### config.mk
export PLATFORM = sky130hd
export DESIGN_NAME = ltis_status_top
export DESIGN_NICKNAME = d
export VERILOG_FILES = /design/src/ltis_pkg.sv /design/src/ltis_cmp_if.sv /design/src/ltis_limit_cmp.sv /design/src/ltis_status_top.sv
export SDC_FILE = /design/constraint.sdc
export NUM_CORES = 1
export LEC_CHECK = 0
export BUFFER_PORTS_ARGS = -buffer_cell sky130_fd_sc_hd__buf_2
export CORE_MARGIN = 5
export CORE_UTILIZATION = 30
export DETAILED_ROUTE_END_ITERATION = 10
export GPL_TIMING_DRIVEN = 0
export PLACE_DENSITY = 0.55
export SYNTH_ARGS = -nofsm -noshare
export SYNTH_HDL_FRONTEND = slang
export SYNTH_SLANG_ARGS = --single-unit
### constraint.sdc
create_clock -name sys_clk -period 1.65 [get_ports sys_clk]
set_input_delay 0.165 -clock sys_clk [delete_from_list [all_inputs] [get_ports sys_clk]]
set_output_delay 0.165 -clock sys_clk [all_outputs]
set_load 0.005 [all_outputs]
### src/ltis_pkg.sv
// constants for the limit status block: offsets, fields, channels
// assumes one 40 MHz clock domain and a serial engine outside
`default_nettype none

package ltis_pkg;

    // ****************************************
    // register offsets
    // ****************************************
    localparam logic [7:0] OFS_STATUS_FIRST = 8'h00;
    localparam logic [7:0] OFS_STATUS_SECOND = 8'h01;
    localparam logic [7:0] OFS_CORE_LOW_BITS = 8'h03;

    // ****************************************
    // reset values
    // ****************************************
    localparam logic [7:0] STATUS_FIRST_RST = 8'h00;
    localparam logic [7:0] STATUS_SECOND_RST = 8'h00;
    localparam logic [9:0] RESULT_RST = 10'h000;
    localparam logic [7:0] READ_DATA_RST = 8'h00;
    localparam logic [7:0] EXT_UPPER_LIMIT_DEFAULT = 8'hFF;
    localparam logic [7:0] EXT_LOWER_LIMIT_DEFAULT = 8'h00;

    // ****************************************
    // first status register fields
    // ****************************************
    localparam int S1_CORE_HIGH = 0;
    localparam int S1_CORE_LOW = 1;
    localparam int S1_EXT_HIGH = 2;
    localparam int S1_EXT_LOW = 3;
    localparam int S1_EXT_FAULT = 4;
    localparam int S1_AIN_TWO = 5;
    localparam int S1_AIN_THREE = 6;
    localparam int S1_AIN_FOUR = 7;

    // ****************************************
    // second status register fields
    // ****************************************
    localparam int S2_AIN_FIVE = 0;
    localparam int S2_SUPPLY = 4;
    localparam int S2_USED_W = 5;

    // ****************************************
    // low-bits register fields
    // ****************************************
    localparam int LB_CORE_POS = 0;
    localparam int LB_SUPPLY_POS = 2;
    localparam int LB_FIELD_W = 2;

    // ****************************************
    // channel numbering
    // ****************************************
    localparam int NUM_CH = 10;
    localparam logic [3:0] CH_CORE = 4'h0;
    localparam logic [3:0] CH_EXT = 4'h1;
    localparam logic [3:0] CH_AIN_TWO = 4'h2;
    localparam logic [3:0] CH_AIN_FIVE = 4'h5;
    localparam logic [3:0] CH_SUPPLY = 4'h9;

endpackage

`default_nettype wire

### src/ltis_cmp_if.sv
// carrier between the status logic and one limit comparator
// assumes both ends sit in the same clock domain
`timescale 1ns/1ps
`default_nettype none

interface ltis_cmp_if #(
    parameter int RES_W = 10,
    parameter int LIM_W = 8
);
    logic [RES_W-1:0] result;
    logic [LIM_W-1:0] upperLimit;
    logic [LIM_W-1:0] lowerLimit;
    logic signedMode;
    logic aboveUpper;
    logic atOrBelowLower;

    modport cmp (
        input result,
        input upperLimit,
        input lowerLimit,
        input signedMode,
        output aboveUpper,
        output atOrBelowLower
    );

    modport user (
        output result,
        output upperLimit,
        output lowerLimit,
        output signedMode,
        input aboveUpper,
        input atOrBelowLower
    );
endinterface

`default_nettype wire

### src/ltis_limit_cmp.sv
// one channel's high and low limit comparison
// assumes result and limits are stable, combinational output
`timescale 1ns/1ps
`default_nettype none

module ltis_limit_cmp #(
    parameter int RES_W = 10,
    parameter int LIM_W = 8
) (
    ltis_cmp_if.cmp bus
);

    // ****************************************
    // comparison on the upper result bits
    // ****************************************
    logic [LIM_W-1:0] resultTop;

    assign resultTop = bus.result[RES_W-1 -: LIM_W];

    always_comb begin
        if (bus.signedMode) begin
            bus.aboveUpper = $signed(resultTop) > $signed(bus.upperLimit);
            bus.atOrBelowLower = $signed(resultTop) <= $signed(bus.lowerLimit);
        end else begin
            bus.aboveUpper = resultTop > bus.upperLimit;
            bus.atOrBelowLower = resultTop <= bus.lowerLimit;
        end
    end

endmodule

`default_nettype wire

### src/ltis_status_top.sv
// out-of-limit status flags, read-clear logic and interrupt pin
// assumes a serial engine outside giving read strobes and results
//
// Functional notes
// - first status bit 0 sets when core temperature exceeds its upper limit.
// - first status bit 1 sets when core temperature is at or below lower limit.
// - bit 2 meaning follows the external pin mode setting.
// - external mode: bit 2 sets when external temperature exceeds upper limit.
// - analog mode: bit 2 sets when input one crosses either limit.
// - external mode: bit 3 sets when external temperature is at or below its lower limit.
// - external mode: bit 4 sets on external sensor open or short fault, analog mode keeps it zero.
// - bits 5 to 7 flag analog inputs two to four, either limit.
// - second status bits 0 to 3 flag analog inputs five to eight.
// - second status bit 4 flags supply, bits 5 to 7 read zero.
// - reading a status register clears only flags whose condition is gone.
// - software reset clears flags whose condition is gone in both status registers, also zero at power-up.
// - any set flag drives the interrupt output active.
// - low-bits register holds core temperature bits one and zero.
// - low-bits register also holds supply result bits one and zero.
// - masked channels never raise their flag.
// - interrupt pin level follows the polarity setting, except that reset drives it low.
// - eight-bit limits compare against the top of ten-bit results.
`timescale 1ns/1ps
`default_nettype none

module ltis_status_top
    import ltis_pkg::*;
#(
    parameter int RES_W = 10,
    parameter int LIM_W = 8
) (
    input wire logic sys_clk,
    input wire logic rst_n,
    input wire logic resultStrobe,
    input wire logic [3:0] resultChannel,
    input wire logic [RES_W-1:0] resultData,
    input wire logic [NUM_CH-1:0][LIM_W-1:0] upperLimit,
    input wire logic [NUM_CH-1:0][LIM_W-1:0] lowerLimit,
    input wire logic [7:0] maskFirst,
    input wire logic [7:0] maskSecond,
    input wire logic extSensorMode,
    input wire logic extSensorFault,
    input wire logic intActiveHigh,
    input wire logic softReset,
    input wire logic regRead,
    input wire logic [7:0] regAddr,
    output logic [7:0] regRdData,
    output logic regRdValid,
    output logic intPin
);

    // ****************************************
    // parameter checks
    // ****************************************
    if (RES_W != 10) begin : g_res_check
        $error("result width must be 10");
    end
    if (LIM_W < 1 || LIM_W > RES_W) begin : g_lim_check
        $error("limit width must lie between 1 and result width");
    end

    // ****************************************
    // declarations
    // ****************************************
    logic [NUM_CH-1:0][RES_W-1:0] result_reg;
    logic [7:0] statusFirst_reg;
    logic [7:0] statusFirst_next;
    logic [7:0] statusSecond_reg;
    logic [7:0] statusSecond_next;
    logic [7:0] regRdData_reg;
    logic [7:0] regRdData_next;
    logic regRdValid_reg;
    logic intPin_reg;
    logic intPin_next;
    logic [NUM_CH-1:0] chAbove;
    logic [NUM_CH-1:0] chBelow;
    logic [NUM_CH-1:0] chOut;
    logic [7:0] condFirst;
    logic [7:0] condSecond;
    logic [7:0] eventFirst;
    logic [7:0] eventSecond;
    logic [7:0] lowBits;
    logic readFirst;
    logic readSecond;

    // ****************************************
    // address decode
    // ****************************************
    function automatic logic hitAddr(
        input logic rd,
        input logic [7:0] addr,
        input logic [7:0] ofs
    );
        hitAddr = rd && (addr == ofs);
    endfunction

    assign readFirst = hitAddr(regRead, regAddr, OFS_STATUS_FIRST);
    assign readSecond = hitAddr(regRead, regAddr, OFS_STATUS_SECOND);

    // ****************************************
    // result capture
    // ****************************************
    always_ff @(posedge sys_clk or negedge rst_n) begin
        if (!rst_n) begin
            result_reg <= {NUM_CH{RESULT_RST}};
        end else if (resultStrobe && (resultChannel < NUM_CH)) begin
            result_reg[resultChannel] <= resultData;
        end
    end

    // ****************************************
    // per-channel comparators
    // ****************************************
    for (genvar g = 0; g < NUM_CH; g++) begin : g_ch
        ltis_cmp_if #(.RES_W(RES_W), .LIM_W(LIM_W)) cmpBus ();

        assign cmpBus.result = result_reg[g];
        assign cmpBus.upperLimit = upperLimit[g];
        assign cmpBus.lowerLimit = lowerLimit[g];
        if (g == CH_CORE) begin : g_core
            assign cmpBus.signedMode = 1'b1;
        end else if (g == CH_EXT) begin : g_ext
            assign cmpBus.signedMode = extSensorMode;
        end else begin : g_volt
            assign cmpBus.signedMode = 1'b0;
        end
        assign chAbove[g] = cmpBus.aboveUpper;
        assign chBelow[g] = cmpBus.atOrBelowLower;
        assign chOut[g] = cmpBus.aboveUpper | cmpBus.atOrBelowLower;

        ltis_limit_cmp #(.RES_W(RES_W), .LIM_W(LIM_W)) u_cmp (
            .bus(cmpBus)
        );
    end

    // ****************************************
    // first status conditions
    // ****************************************
    always_comb begin
        condFirst = 8'h00;
        condFirst[S1_CORE_HIGH] = chAbove[CH_CORE];
        condFirst[S1_CORE_LOW] = chBelow[CH_CORE];
        if (extSensorMode) begin
            condFirst[S1_EXT_HIGH] = chAbove[CH_EXT];
            condFirst[S1_EXT_LOW] = chBelow[CH_EXT];
            condFirst[S1_EXT_FAULT] = extSensorFault;
        end else begin
            condFirst[S1_EXT_HIGH] = chOut[CH_EXT];
        end
        condFirst[S1_AIN_FOUR:S1_AIN_TWO] = chOut[CH_AIN_TWO +: 3];
    end

    // ****************************************
    // second status conditions
    // ****************************************
    always_comb begin
        condSecond = 8'h00;
        condSecond[S2_AIN_FIVE +: 4] = chOut[CH_AIN_FIVE +: 4];
        condSecond[S2_SUPPLY] = chOut[CH_SUPPLY];
    end

    // ****************************************
    // mask gating
    // ****************************************
    assign eventFirst = condFirst & ~maskFirst;
    assign eventSecond = condSecond & ~maskSecond & 8'((1 << S2_USED_W) - 1);

    // ****************************************
    // sticky flag update
    // ****************************************
    always_comb begin
        if (softReset || readFirst) begin
            statusFirst_next = eventFirst;
        end else begin
            statusFirst_next = statusFirst_reg | eventFirst;
        end
    end

    always_comb begin
        if (softReset || readSecond) begin
            statusSecond_next = eventSecond;
        end else begin
            statusSecond_next = statusSecond_reg | eventSecond;
        end
    end

    always_ff @(posedge sys_clk or negedge rst_n) begin
        if (!rst_n) begin
            statusFirst_reg <= STATUS_FIRST_RST;
        end else begin
            statusFirst_reg <= statusFirst_next;
        end
    end

    always_ff @(posedge sys_clk or negedge rst_n) begin
        if (!rst_n) begin
            statusSecond_reg <= STATUS_SECOND_RST;
        end else begin
            statusSecond_reg <= statusSecond_next;
        end
    end

    // ****************************************
    // low-bits register view
    // ****************************************
    always_comb begin
        lowBits = 8'h00;
        lowBits[LB_CORE_POS +: LB_FIELD_W] = result_reg[CH_CORE][LB_FIELD_W-1:0];
        lowBits[LB_SUPPLY_POS +: LB_FIELD_W] = result_reg[CH_SUPPLY][LB_FIELD_W-1:0];
    end

    // ****************************************
    // read data
    // ****************************************
    always_comb begin
        unique case (regAddr)
            OFS_STATUS_FIRST: regRdData_next = statusFirst_reg;
            OFS_STATUS_SECOND: regRdData_next = statusSecond_reg;
            OFS_CORE_LOW_BITS: regRdData_next = lowBits;
            default: regRdData_next = READ_DATA_RST;
        endcase
    end

    always_ff @(posedge sys_clk or negedge rst_n) begin
        if (!rst_n) begin
            regRdData_reg <= READ_DATA_RST;
        end else if (regRead) begin
            regRdData_reg <= regRdData_next;
        end
    end

    always_ff @(posedge sys_clk or negedge rst_n) begin
        if (!rst_n) begin
            regRdValid_reg <= 1'b0;
        end else begin
            regRdValid_reg <= regRead;
        end
    end

    // ****************************************
    // interrupt pin
    // ****************************************
    always_comb begin
        if (|statusFirst_reg || |statusSecond_reg) begin
            intPin_next = intActiveHigh;
        end else begin
            intPin_next = !intActiveHigh;
        end
    end

    always_ff @(posedge sys_clk or negedge rst_n) begin
        if (!rst_n) begin
            intPin_reg <= 1'b0;
        end else begin
            intPin_reg <= intPin_next;
        end
    end

    // ****************************************
    // outputs
    // ****************************************
    assign regRdData = regRdData_reg;
    assign regRdValid = regRdValid_reg;
    assign intPin = intPin_reg;

endmodule

`default_nettype wire

==> flow_summary.yaml, run 1 <==
power_and_ir_drop:
  p_switching_w: 0.00330
  vdd_drop_max_uv: 432
  sw_frac_of_total_pct: 34.8
  p_per_area_nw_per_um2: 907
  combPwrFrac_pct: 38.6
  internal_power_w: 0.00620
  clockPowerShare_pct: 22.4
  p_seq_share_pct: 39.1
  p_leak_nw: 5.37
worst_setup_path:
  cp-start-kind: "flip-flop"
  path_cells: "ha_4 > nor2b_1 > o211ai_1 > a21oi_1 > or3_4 > a211oi_4 > o21ai_1"
  crit_buf_inv: 0
  crit_required_ps: 1880
  rr_worst_depth: 7
  endpoint_kind: "flip-flop"
  crit_path_top_delay_cell: "dfrtp_1"
  cp_slowest_stage_delay_ps: 440
  path_delay_family: "compound AO/OA/AOI/OAI gates"
  path_depth: 7
  cp.arrival_ps: 2160
  critPathKind: "reg -> reg"
  worst-path-max-fanout: 3
clocking:
  clkLatencyLatePin_ps: 350
  cts_buffers: 9
  clock-sinks: 107
  htree_levels: 3
  clockBufferDepth: 2
  cts_tree: "built"
  root_buffer: "clkbuf_16"
  path_clk_slew_ps: 80
timing:
  whs_ps: 10.4
  finClkSkew_ps: 7.38
  fin_crit_ps: 1930
  final-setup-viol-count: 9
  slew_headroom_pct: 35.9
  period_share_pct: 117
  worst_pin_slew_ps: 962
  clock.fmax_mhz: 517
  maxSlewViolCount: 0
  hold_viol_final: 0
  rsz0062_at_grt: "yes"
  finalWorstSetupSlack_ps: -283
  fin_tns_setup_ps: -1570
die:
  die_area_um2: 30600
  die_x_um: 175
  die_h_um: 175
  coreArea_um2: 26900
  ios: 216
  start_util_pct: 30.3
  rows: 60
route:
  drtAntennaViolNets: 0
  routed_via_density: 4.79
  drc_errors: 0
  wl_mm: 23.3
  wl_per_cell_um: 16.3
  first_pass_iters: 5
  vias: 6870
  drt_iter0_markers: 278
placed_design:
  port_buffers: 204
  pre_cts_ws_ps: -692
  hpwl_mm: 18.5
  gp_congestion: 0.811
logic_synthesis:
  synth-seq-cells: 107
  yosys.area.top_type: "dfrtp_1"
  synth_flop_cell: "dfrtp_1"
  ys_seq_area_share_pct: 32.8
  syn_area_um2: 8160
  yosys_warnings: 0
  synth_async_sr_flop_share_pct: 100
  synth.distinct_cells: 44
  syn_inst: 852
  synth_edf_count: 0
  syn_avg_cell_area_um2: 9.57
  syn_nets: 1218
  synth_top_area_share_pct: 32.8
  ys_top_cells_by_area: "dfrtp_1, ha_1, mux2_2"
run:
  maxCapViolCount: 0
global_routing:
  antenna_found_initial: 4
  grt_pass1_vias: 7003
  grt.total_usage_pct: 15.0
  grt_pass1_wl_mm: 36.2
  grt_max_degree: 59
  overflow: 0
min_path:
  hold_depth: 2
  holdCritPathClass: "in -> reg"
status:
  status: "finished, violations left"
  violations: "negative setup slack"
final_layout:
  largest_reg_flops: 84
  layout_commonest_cell: "buf_2"
  post-route-util_pct: 39.0
  layout_common_cells: "buf_2, inv_1, ha_1, dfrtp_1, mux2_2"
  nNetsFinal: 1454
  syn2layout_area_growth_pct: 28.5
  drive_gt1_share_pct: 33.8
[synthesized netlist by cell type (13+ instances only)]
master,count
a211oi_1,24
a21oi_1,41
dfrtp_1,107
ha_1,160
inv_1,162
mux2_2,78
nand2_1,31
nand4_1,39
nor2_1,34
nor2b_1,20
nor3_1,13
o211ai_1,18
o21ai_0,47
[power groups by stage]
stage                     clock network (W)  registers, W  logic, W
after floorplan                           0       0.00354   0.00228
after global placement                    0       0.00374   0.00308
after detailed placement                  0       0.00375   0.00320
after CTS                           0.00221       0.00368   0.00348
after global routing                0.00230       0.00379   0.00423
final                               0.00213       0.00371   0.00366
[through the flow]
step                total power, W  area [µm²]  std cells
floorplan                  0.00581        8160        852
global placement           0.00682        9600       1397
global route                0.0103       10500       1434
finish                     0.00950       10500       1435
detailed placement         0.00695        9640       1398
CTS                        0.00938       10200       1432
[path summary, 6_finish.rpt]
path,start,end,slack (ps)
setup / recovery,g_ch[7].cmpBus.result[3]$_DFFE_PN0P_,statusSecond_reg[2]$_DFF_PN0_,-280
setup reg to reg,g_ch[7].cmpBus.result[3]$_DFFE_PN0P_,statusSecond_reg[2]$_DFF_PN0_,-280
hold / removal,maskSecond[2],statusSecond_reg[2]$_DFF_PN0_,10
max in group asynchronous,rst_n,g_ch[6].cmpBus.result[6]$_DFFE_PN0P_,670
hold reg to reg,g_ch[0].cmpBus.result[1]$_DFFE_PN0P_,g_ch[0].cmpBus.result[1]$_DFFE_PN0P_,490
min in group asynchronous,rst_n,g_ch[1].cmpBus.result[4]$_DFFE_PN0P_,310
[final cells by class]
class                      count  area (µm²)
fill                        2739       16400
clock inverter                 5        45.0
buffer                        14        55.1
multi-input combinational    569        5190
sequential                   107        2680
tap                          341         427
timing repair buffer         225        1230
clock buffer                  11         243
inverter                     162         608
antenna                        1        2.50
[per-layer routing]
layer	vias to the layer above	part of all wire [%]	track usage, %
met5	-	0.30	0
met4	8	1.6	3.54
met3	30	5.2	3.44
met2	162	45	24.0
met1	3209	48	20.6
li1	3461	-	-
[worst reg2reg max path, delay by kind of cell, from the launching register on]
family,cells,cell delay [ps]
AO/OA/AOI/OAI,4,690
adder cells (fa/ha/maj),1,240
flip-flops,1,440
AND/OR/NAND/NOR,2,460
[cell families after synthesis]
family	count (synthesis)	synth area share, %
xor gates and xnor gates	2	0.215
DFF	107	32.8
buffers and inverters	176	8.13
adders and majority gates	160	24.5
muxes	84	11.5
and+or+nand+nor	180	12.2
AOI/OAI and AO/OA	143	10.6
[repair_timing]
| item | 4_1_cts | 5_1_grt |
|---|---|---|
| pin swaps | 8 | 14 |
| setup endpoints to repair | 9 | 12 |
| gates resized for setup | 28 | 34 |
| endpoints found under the hold margin | 57 | 0 |
| setup buffers | 9 | 2 |
| hold buffers | 9 | 0 |
(Power assumes the default switching activity.)
==> run 2, diff against run 1 <==
--- a/config.mk
+++ b/config.mk
@@ -8,6 +8,7 @@
 export BUFFER_PORTS_ARGS = -buffer_cell sky130_fd_sc_hd__buf_2
 export CORE_MARGIN = 5
 export CORE_UTILIZATION = 30
+export CTS_BUF_LIST = sky130_fd_sc_hd__clkbuf_16
 export DETAILED_ROUTE_END_ITERATION = 10
 export GPL_TIMING_DRIVEN = 0
 export PLACE_DENSITY = 0.55
==> flow_summary.yaml, run 2 (synthesis gave the netlist of run 1 again) <==
status:
  status: "finished, violations left"
  violations: "negative setup slack"
clocking:
  path_clk_slew_ps: 80
  clkLatencyLatePin_ps: 350
  clock-sinks: 107
  clockBufferDepth: 2
  root_buffer: "clkbuf_16"
  cts_tree: "built"
  cts_buffers: 9
  htree_levels: 3
placed_design:
  dp.cells: 1398
  gp_congestion: 0.811
  hpwl_mm: 18.5
  port_buffers: 204
final_layout:
  nNetsFinal: 1454
  layout_common_cells: "buf_2, inv_1, ha_1, dfrtp_1, mux2_2"
  syn2layout_area_growth_pct: 28.4
  largest_reg_flops: 84
  fillers: 2740
  drive_gt1_share_pct: 33.7
  stdcell_count: 1435
  layout_commonest_cell: "buf_2"
route:
  wl_mm: 23.3
  drt_iter0_markers: 278
  routed_via_density: 4.79
  first_pass_iters: 5
  vias: 6870
  drc_errors: 0
  drtAntennaViolNets: 0
  wl_per_cell_um: 16.3
run:
  maxCapViolCount: 0
die:
  rows: 60
  die_x_um: 175
  die_area_um2: 30600
  ios: 216
  die_h_um: 175
  coreArea_um2: 26900
  start_util_pct: 30.3
timing:
  worst_pin_slew_ps: 962
  finalWorstSetupSlack_ps: -282
  period_share_pct: 117
  final-setup-viol-count: 9
  rsz0062_at_grt: "yes"
  fin_crit_ps: 1930
  clock.fmax_mhz: 518
  hold_viol_final: 0
  finClkSkew_ps: 6.68
  fin_tns_setup_ps: -1570
  maxSlewViolCount: 0
  slew_headroom_pct: 35.9
worst_setup_path:
  cp.arrival_ps: 2160
  cp-start-kind: "flip-flop"
  endpoint_kind: "flip-flop"
  rr_worst_depth: 7
  crit_required_ps: 1880
  critPathKind: "reg -> reg"
  worst-path-max-fanout: 3
power_and_ir_drop:
  p_leak_nw: 5.37
  vdd_drop_max_uv: 410
  p_per_area_nw_per_um2: 902
  totalPowerFinal_w: 0.00945
global_routing:
  grt_max_degree: 59
  overflow: 0
  grt_pass1_vias: 7003
  antenna_found_initial: 4
  grt_pass1_wl_mm: 36.2
  grt.total_usage_pct: 15.0
min_path:
  holdCritPathClass: "in -> reg"
  hold_depth: 2
run 2: changes by cell type in the layout (fill, tap and decap cells not counted):
cell      delta
clkbuf_1     -1
clkbuf_8     -1
clkinv_1     +1
inv_1        +1
run 2: routing by layer:
layer / share of wire [%] / global-route usage (%) / up-vias
li1: - / - / 3461
met1: 48 / 20.6 / 3209
met2: 45 / 24.0 / 162
met3: 5.2 / 3.44 / 30
met4: 1.6 / 3.54 / 8
met5: 0.30 / 0 / -
run 2: cell type report:
type                       instances  area [µm²]  share of cell area [%]
antenna                            1        2.50                  0.0239
buffer                            14        55.1                   0.526
clock buffer                       9         225                    2.15
clock inverter                     7        52.6                   0.502
inverter                         162         608                    5.81
multi-input combinational        569        5190                    49.6
sequential                       107        2680                    25.6
tap                              341         427                    4.08
timing repair buffer             225        1230                    11.8
run 2: power breakdown:
| group | internal [W] | switching [W] | total (W) |
|---|---|---|---|
| sequential | 0.00318 | 0.000533 | 0.00371 |
| clock | 0.00104 | 0.00103 | 0.00207 |
| combinational | 0.00193 | 0.00174 | 0.00366 |
| total | 0.00614 | 0.00330 | 0.00945 |
run 2: what timing repair did:
| item | in CTS | in global routing |
|---|---|---|
| endpoints found under the setup margin | 9 | 12 |
| resized for setup | 28 | 34 |
| buffers inserted | 9 | 2 |
| pin swaps | 8 | 14 |
| hold buffers | 9 | 0 |
| endpoints found under the hold margin | 57 | 0 |
run 2: per-stage QoR:
stage               hold slack, ps  instance area, µm²  utilization, %  worst slack (ps)
finish                        10.4               10500            39.0              -282
global route                  8.93               10500            38.9              -387
CTS                           3.68               10200            37.9              -363
detailed placement             141                9640            35.9              -692
global placement               364                9600            35.7              -971
floorplan                     -131                8160               -             -15.7
run 2: critical path: stages, from the launching register on:
cell and delay, ps:
dfrtp_1 440, ha_4 230, nor2b_1 120, o211ai_1 150, a21oi_1 90, or3_4 340
a211oi_4 320, o21ai_1 120
run 2: worst paths after layout:
path                                                 startpoint                              endpoint  slack, ps
hold reg to reg            g_ch[0].cmpBus.result[1]$_DFFE_PN0P_  g_ch[0].cmpBus.result[1]$_DFFE_PN0P_        490
hold / removal                                    maskSecond[2]         statusSecond_reg[2]$_DFF_PN0_         10
setup / recovery           g_ch[7].cmpBus.result[3]$_DFFE_PN0P_         statusSecond_reg[2]$_DFF_PN0_       -280
setup reg to reg           g_ch[7].cmpBus.result[3]$_DFFE_PN0P_         statusSecond_reg[2]$_DFF_PN0_       -280
max in group asynchronous                                 rst_n  g_ch[6].cmpBus.result[6]$_DFFE_PN0P_        670
min in group asynchronous                                 rst_n  g_ch[1].cmpBus.result[4]$_DFFE_PN0P_        310
==> run 3, diff against run 2 <==
--- a/config.mk
+++ b/config.mk
@@ -11,7 +11,7 @@
 export CTS_BUF_LIST = sky130_fd_sc_hd__clkbuf_16
 export DETAILED_ROUTE_END_ITERATION = 10
 export GPL_TIMING_DRIVEN = 0
-export PLACE_DENSITY = 0.55
+export PLACE_DENSITY = 0.53
 export SYNTH_ARGS = -nofsm -noshare
 export SYNTH_HDL_FRONTEND = slang
 export SYNTH_SLANG_ARGS = --single-unit
==> constraint.sdc (replaced) <==
create_clock -name sys_clk -period 2.25 [get_ports sys_clk]
set_input_delay 0.225 -clock sys_clk [delete_from_list [all_inputs] [get_ports sys_clk]]
set_output_delay 0.225 -clock sys_clk [all_outputs]
set_load 0.005 [all_outputs]
==> flow_summary.yaml, run 3 (synthesis gave the netlist of run 1 again) <==
status:
  status: "completed"
die:
  rows: 60
  die_h_um: 175
  die_area_um2: 30600
  start_util_pct: 30.3
  coreArea_um2: 26900
  ios: 216
  die_x_um: 175
final_layout:
  drive_gt1_share_pct: 29.6
  layout_commonest_cell: "buf_2"
  fillers: 2754
  post-route-util_pct: 37.1
  layout_common_cells: "buf_2, inv_1, ha_1, dfrtp_1, mux2_2"
  diodes: 0
  largest_reg_flops: 84
  syn2layout_area_growth_pct: 22.3
  nNetsFinal: 1435
power_and_ir_drop:
  p_seq_share_pct: 40.7
  p_switching_w: 0.00226
  internal_power_w: 0.00438
  clockPowerShare_pct: 24.1
  sw_frac_of_total_pct: 34.1
  combPwrFrac_pct: 35.2
  p_per_area_nw_per_um2: 667
  p_leak_nw: 5.28
  vdd_drop_max_uv: 310
timing:
  maxSlewViolCount: 0
  fin_tns_setup_ps: 0
  slew_headroom_pct: 24.6
  fin_crit_ps: 2100
  whs_ps: 64.0
  rsz0062_at_grt: "no"
  finalWorstSetupSlack_ps: 149
  clock.fmax_mhz: 476
  finClkSkew_ps: 8.41
  final-setup-viol-count: 0
  worst_pin_slew_ps: 1130
  hold_viol_final: 0
  period_share_pct: 93.4
route:
  wl_per_cell_um: 16.1
  drtAntennaViolNets: 0
  vias: 6718
  first_pass_iters: 5
  drc_errors: 0
  routed_via_density: 4.75
  drt_iter0_markers: 194
  wl_mm: 22.8
clocking:
  cts_tree: "built"
  clkLatencyLatePin_ps: 350
  htree_levels: 3
  clock-sinks: 107
  cts_buffers: 9
  path_clk_slew_ps: 80
  root_buffer: "clkbuf_16"
  postCtsSetupBuffers: 0
  clockBufferDepth: 2
placed_design:
  port_buffers: 204
  hpwl_mm: 18.6
  gp_congestion: 0.813
  pre_cts_ws_ps: -126
worst_setup_path:
  crit_path_top_delay_cell: "a211oi_2"
  rr_worst_depth: 6
  cp.arrival_ps: 2320
  crit_required_ps: 2470
  endpoint_kind: "flip-flop"
  path_cells: "ha_1 > a211oi_1 > nor2_1 > or3_1 > a211oi_2 > o21ai_0"
  cp_slowest_stage_delay_ps: 440
  path_depth: 6
  crit_buf_inv: 0
  cp-start-kind: "flip-flop"
  path_delay_family: "compound AO/OA/AOI/OAI gates"
  critPathKind: "reg -> reg"
  worst-path-max-fanout: 3
global_routing:
  grt_max_degree: 60
  antenna_found_initial: 4
  grt_pass1_wl_mm: 35.8
  grt.total_usage_pct: 14.9
  overflow: 0
  grt_pass1_vias: 6746
run:
  maxCapViolCount: 0
min_path:
  holdCritPathClass: "in -> reg"
  hold_depth: 2
## run 3: final timing paths
path                                                      startpoint                                    to  slack (ps)
worst max-delay path            g_ch[8].cmpBus.result[7]$_DFFE_PN0P_         statusSecond_reg[3]$_DFF_PN0_         150
worst min-delay path                                   intActiveHigh                      intPin$_DFF_PN0_          60
worst max register to register  g_ch[8].cmpBus.result[7]$_DFFE_PN0P_         statusSecond_reg[3]$_DFF_PN0_         150
worst min register to register  g_ch[0].cmpBus.result[1]$_DFFE_PN0P_  g_ch[0].cmpBus.result[1]$_DFFE_PN0P_         500
max in group asynchronous                                      rst_n  g_ch[5].cmpBus.result[4]$_DFFE_PN0P_        1210
min in group asynchronous                                      rst_n                  regRdValid$_DFF_PN0_         380
## run 3: power by group through the flow
stage	registers, W	logic (W)	clock network [W]
floorplan	0.00259	0.00167	0
global placement	0.00274	0.00226	0
detailed placement	0.00275	0.00234	0
CTS	0.00271	0.00238	0.00167
global route	0.00277	0.00276	0.00174
finish	0.00270	0.00234	0.00160
## run 3: cell type report
cell class	count	area [µm²]	share of cell area (%)
clock buffers	9	225	2.26
clock inverters	7	67.6	0.678
repair buffers	206	1060	10.7
well taps	341	427	4.28
multi-input cells	569	4850	48.6
plain buffers	14	55.1	0.552
flip-flops and latches	107	2680	26.9
inverters	162	608	6.10
## run 3: what timing repair did
action / in CTS / in global routing
endpoints found under the setup margin: 4 / 2
endpoints found under the hold margin: 48 / 0
pin swaps: 0 / 0
hold buffers: 1 / 0
gates resized for setup: 4 / 2
## run 3: per-layer routing
| metal | wire length, µm | up-vias | global-route usage [%] | share of wire (%) |
|---|---|---|---|---|
| li1 | - | 3432 | - | - |
| met1 | 11000 | 3108 | 20.8 | 48 |
| met2 | 10300 | 157 | 24.0 | 45 |
| met3 | 1220 | 17 | 3.14 | 5.4 |
| met4 | 229 | 4 | 2.91 | 1.0 |
| met5 | 15 | - | 0 | 0.066 |
## run 3: metrics by stage
stage	power, W	cell area, µm²	cells
global route	0.00726	9970	1415
global placement	0.00500	9600	1397
floorplan	0.00426	8160	852
CTS	0.00676	9960	1415
finish	0.00665	9970	1415
detailed placement	0.00509	9640	1398
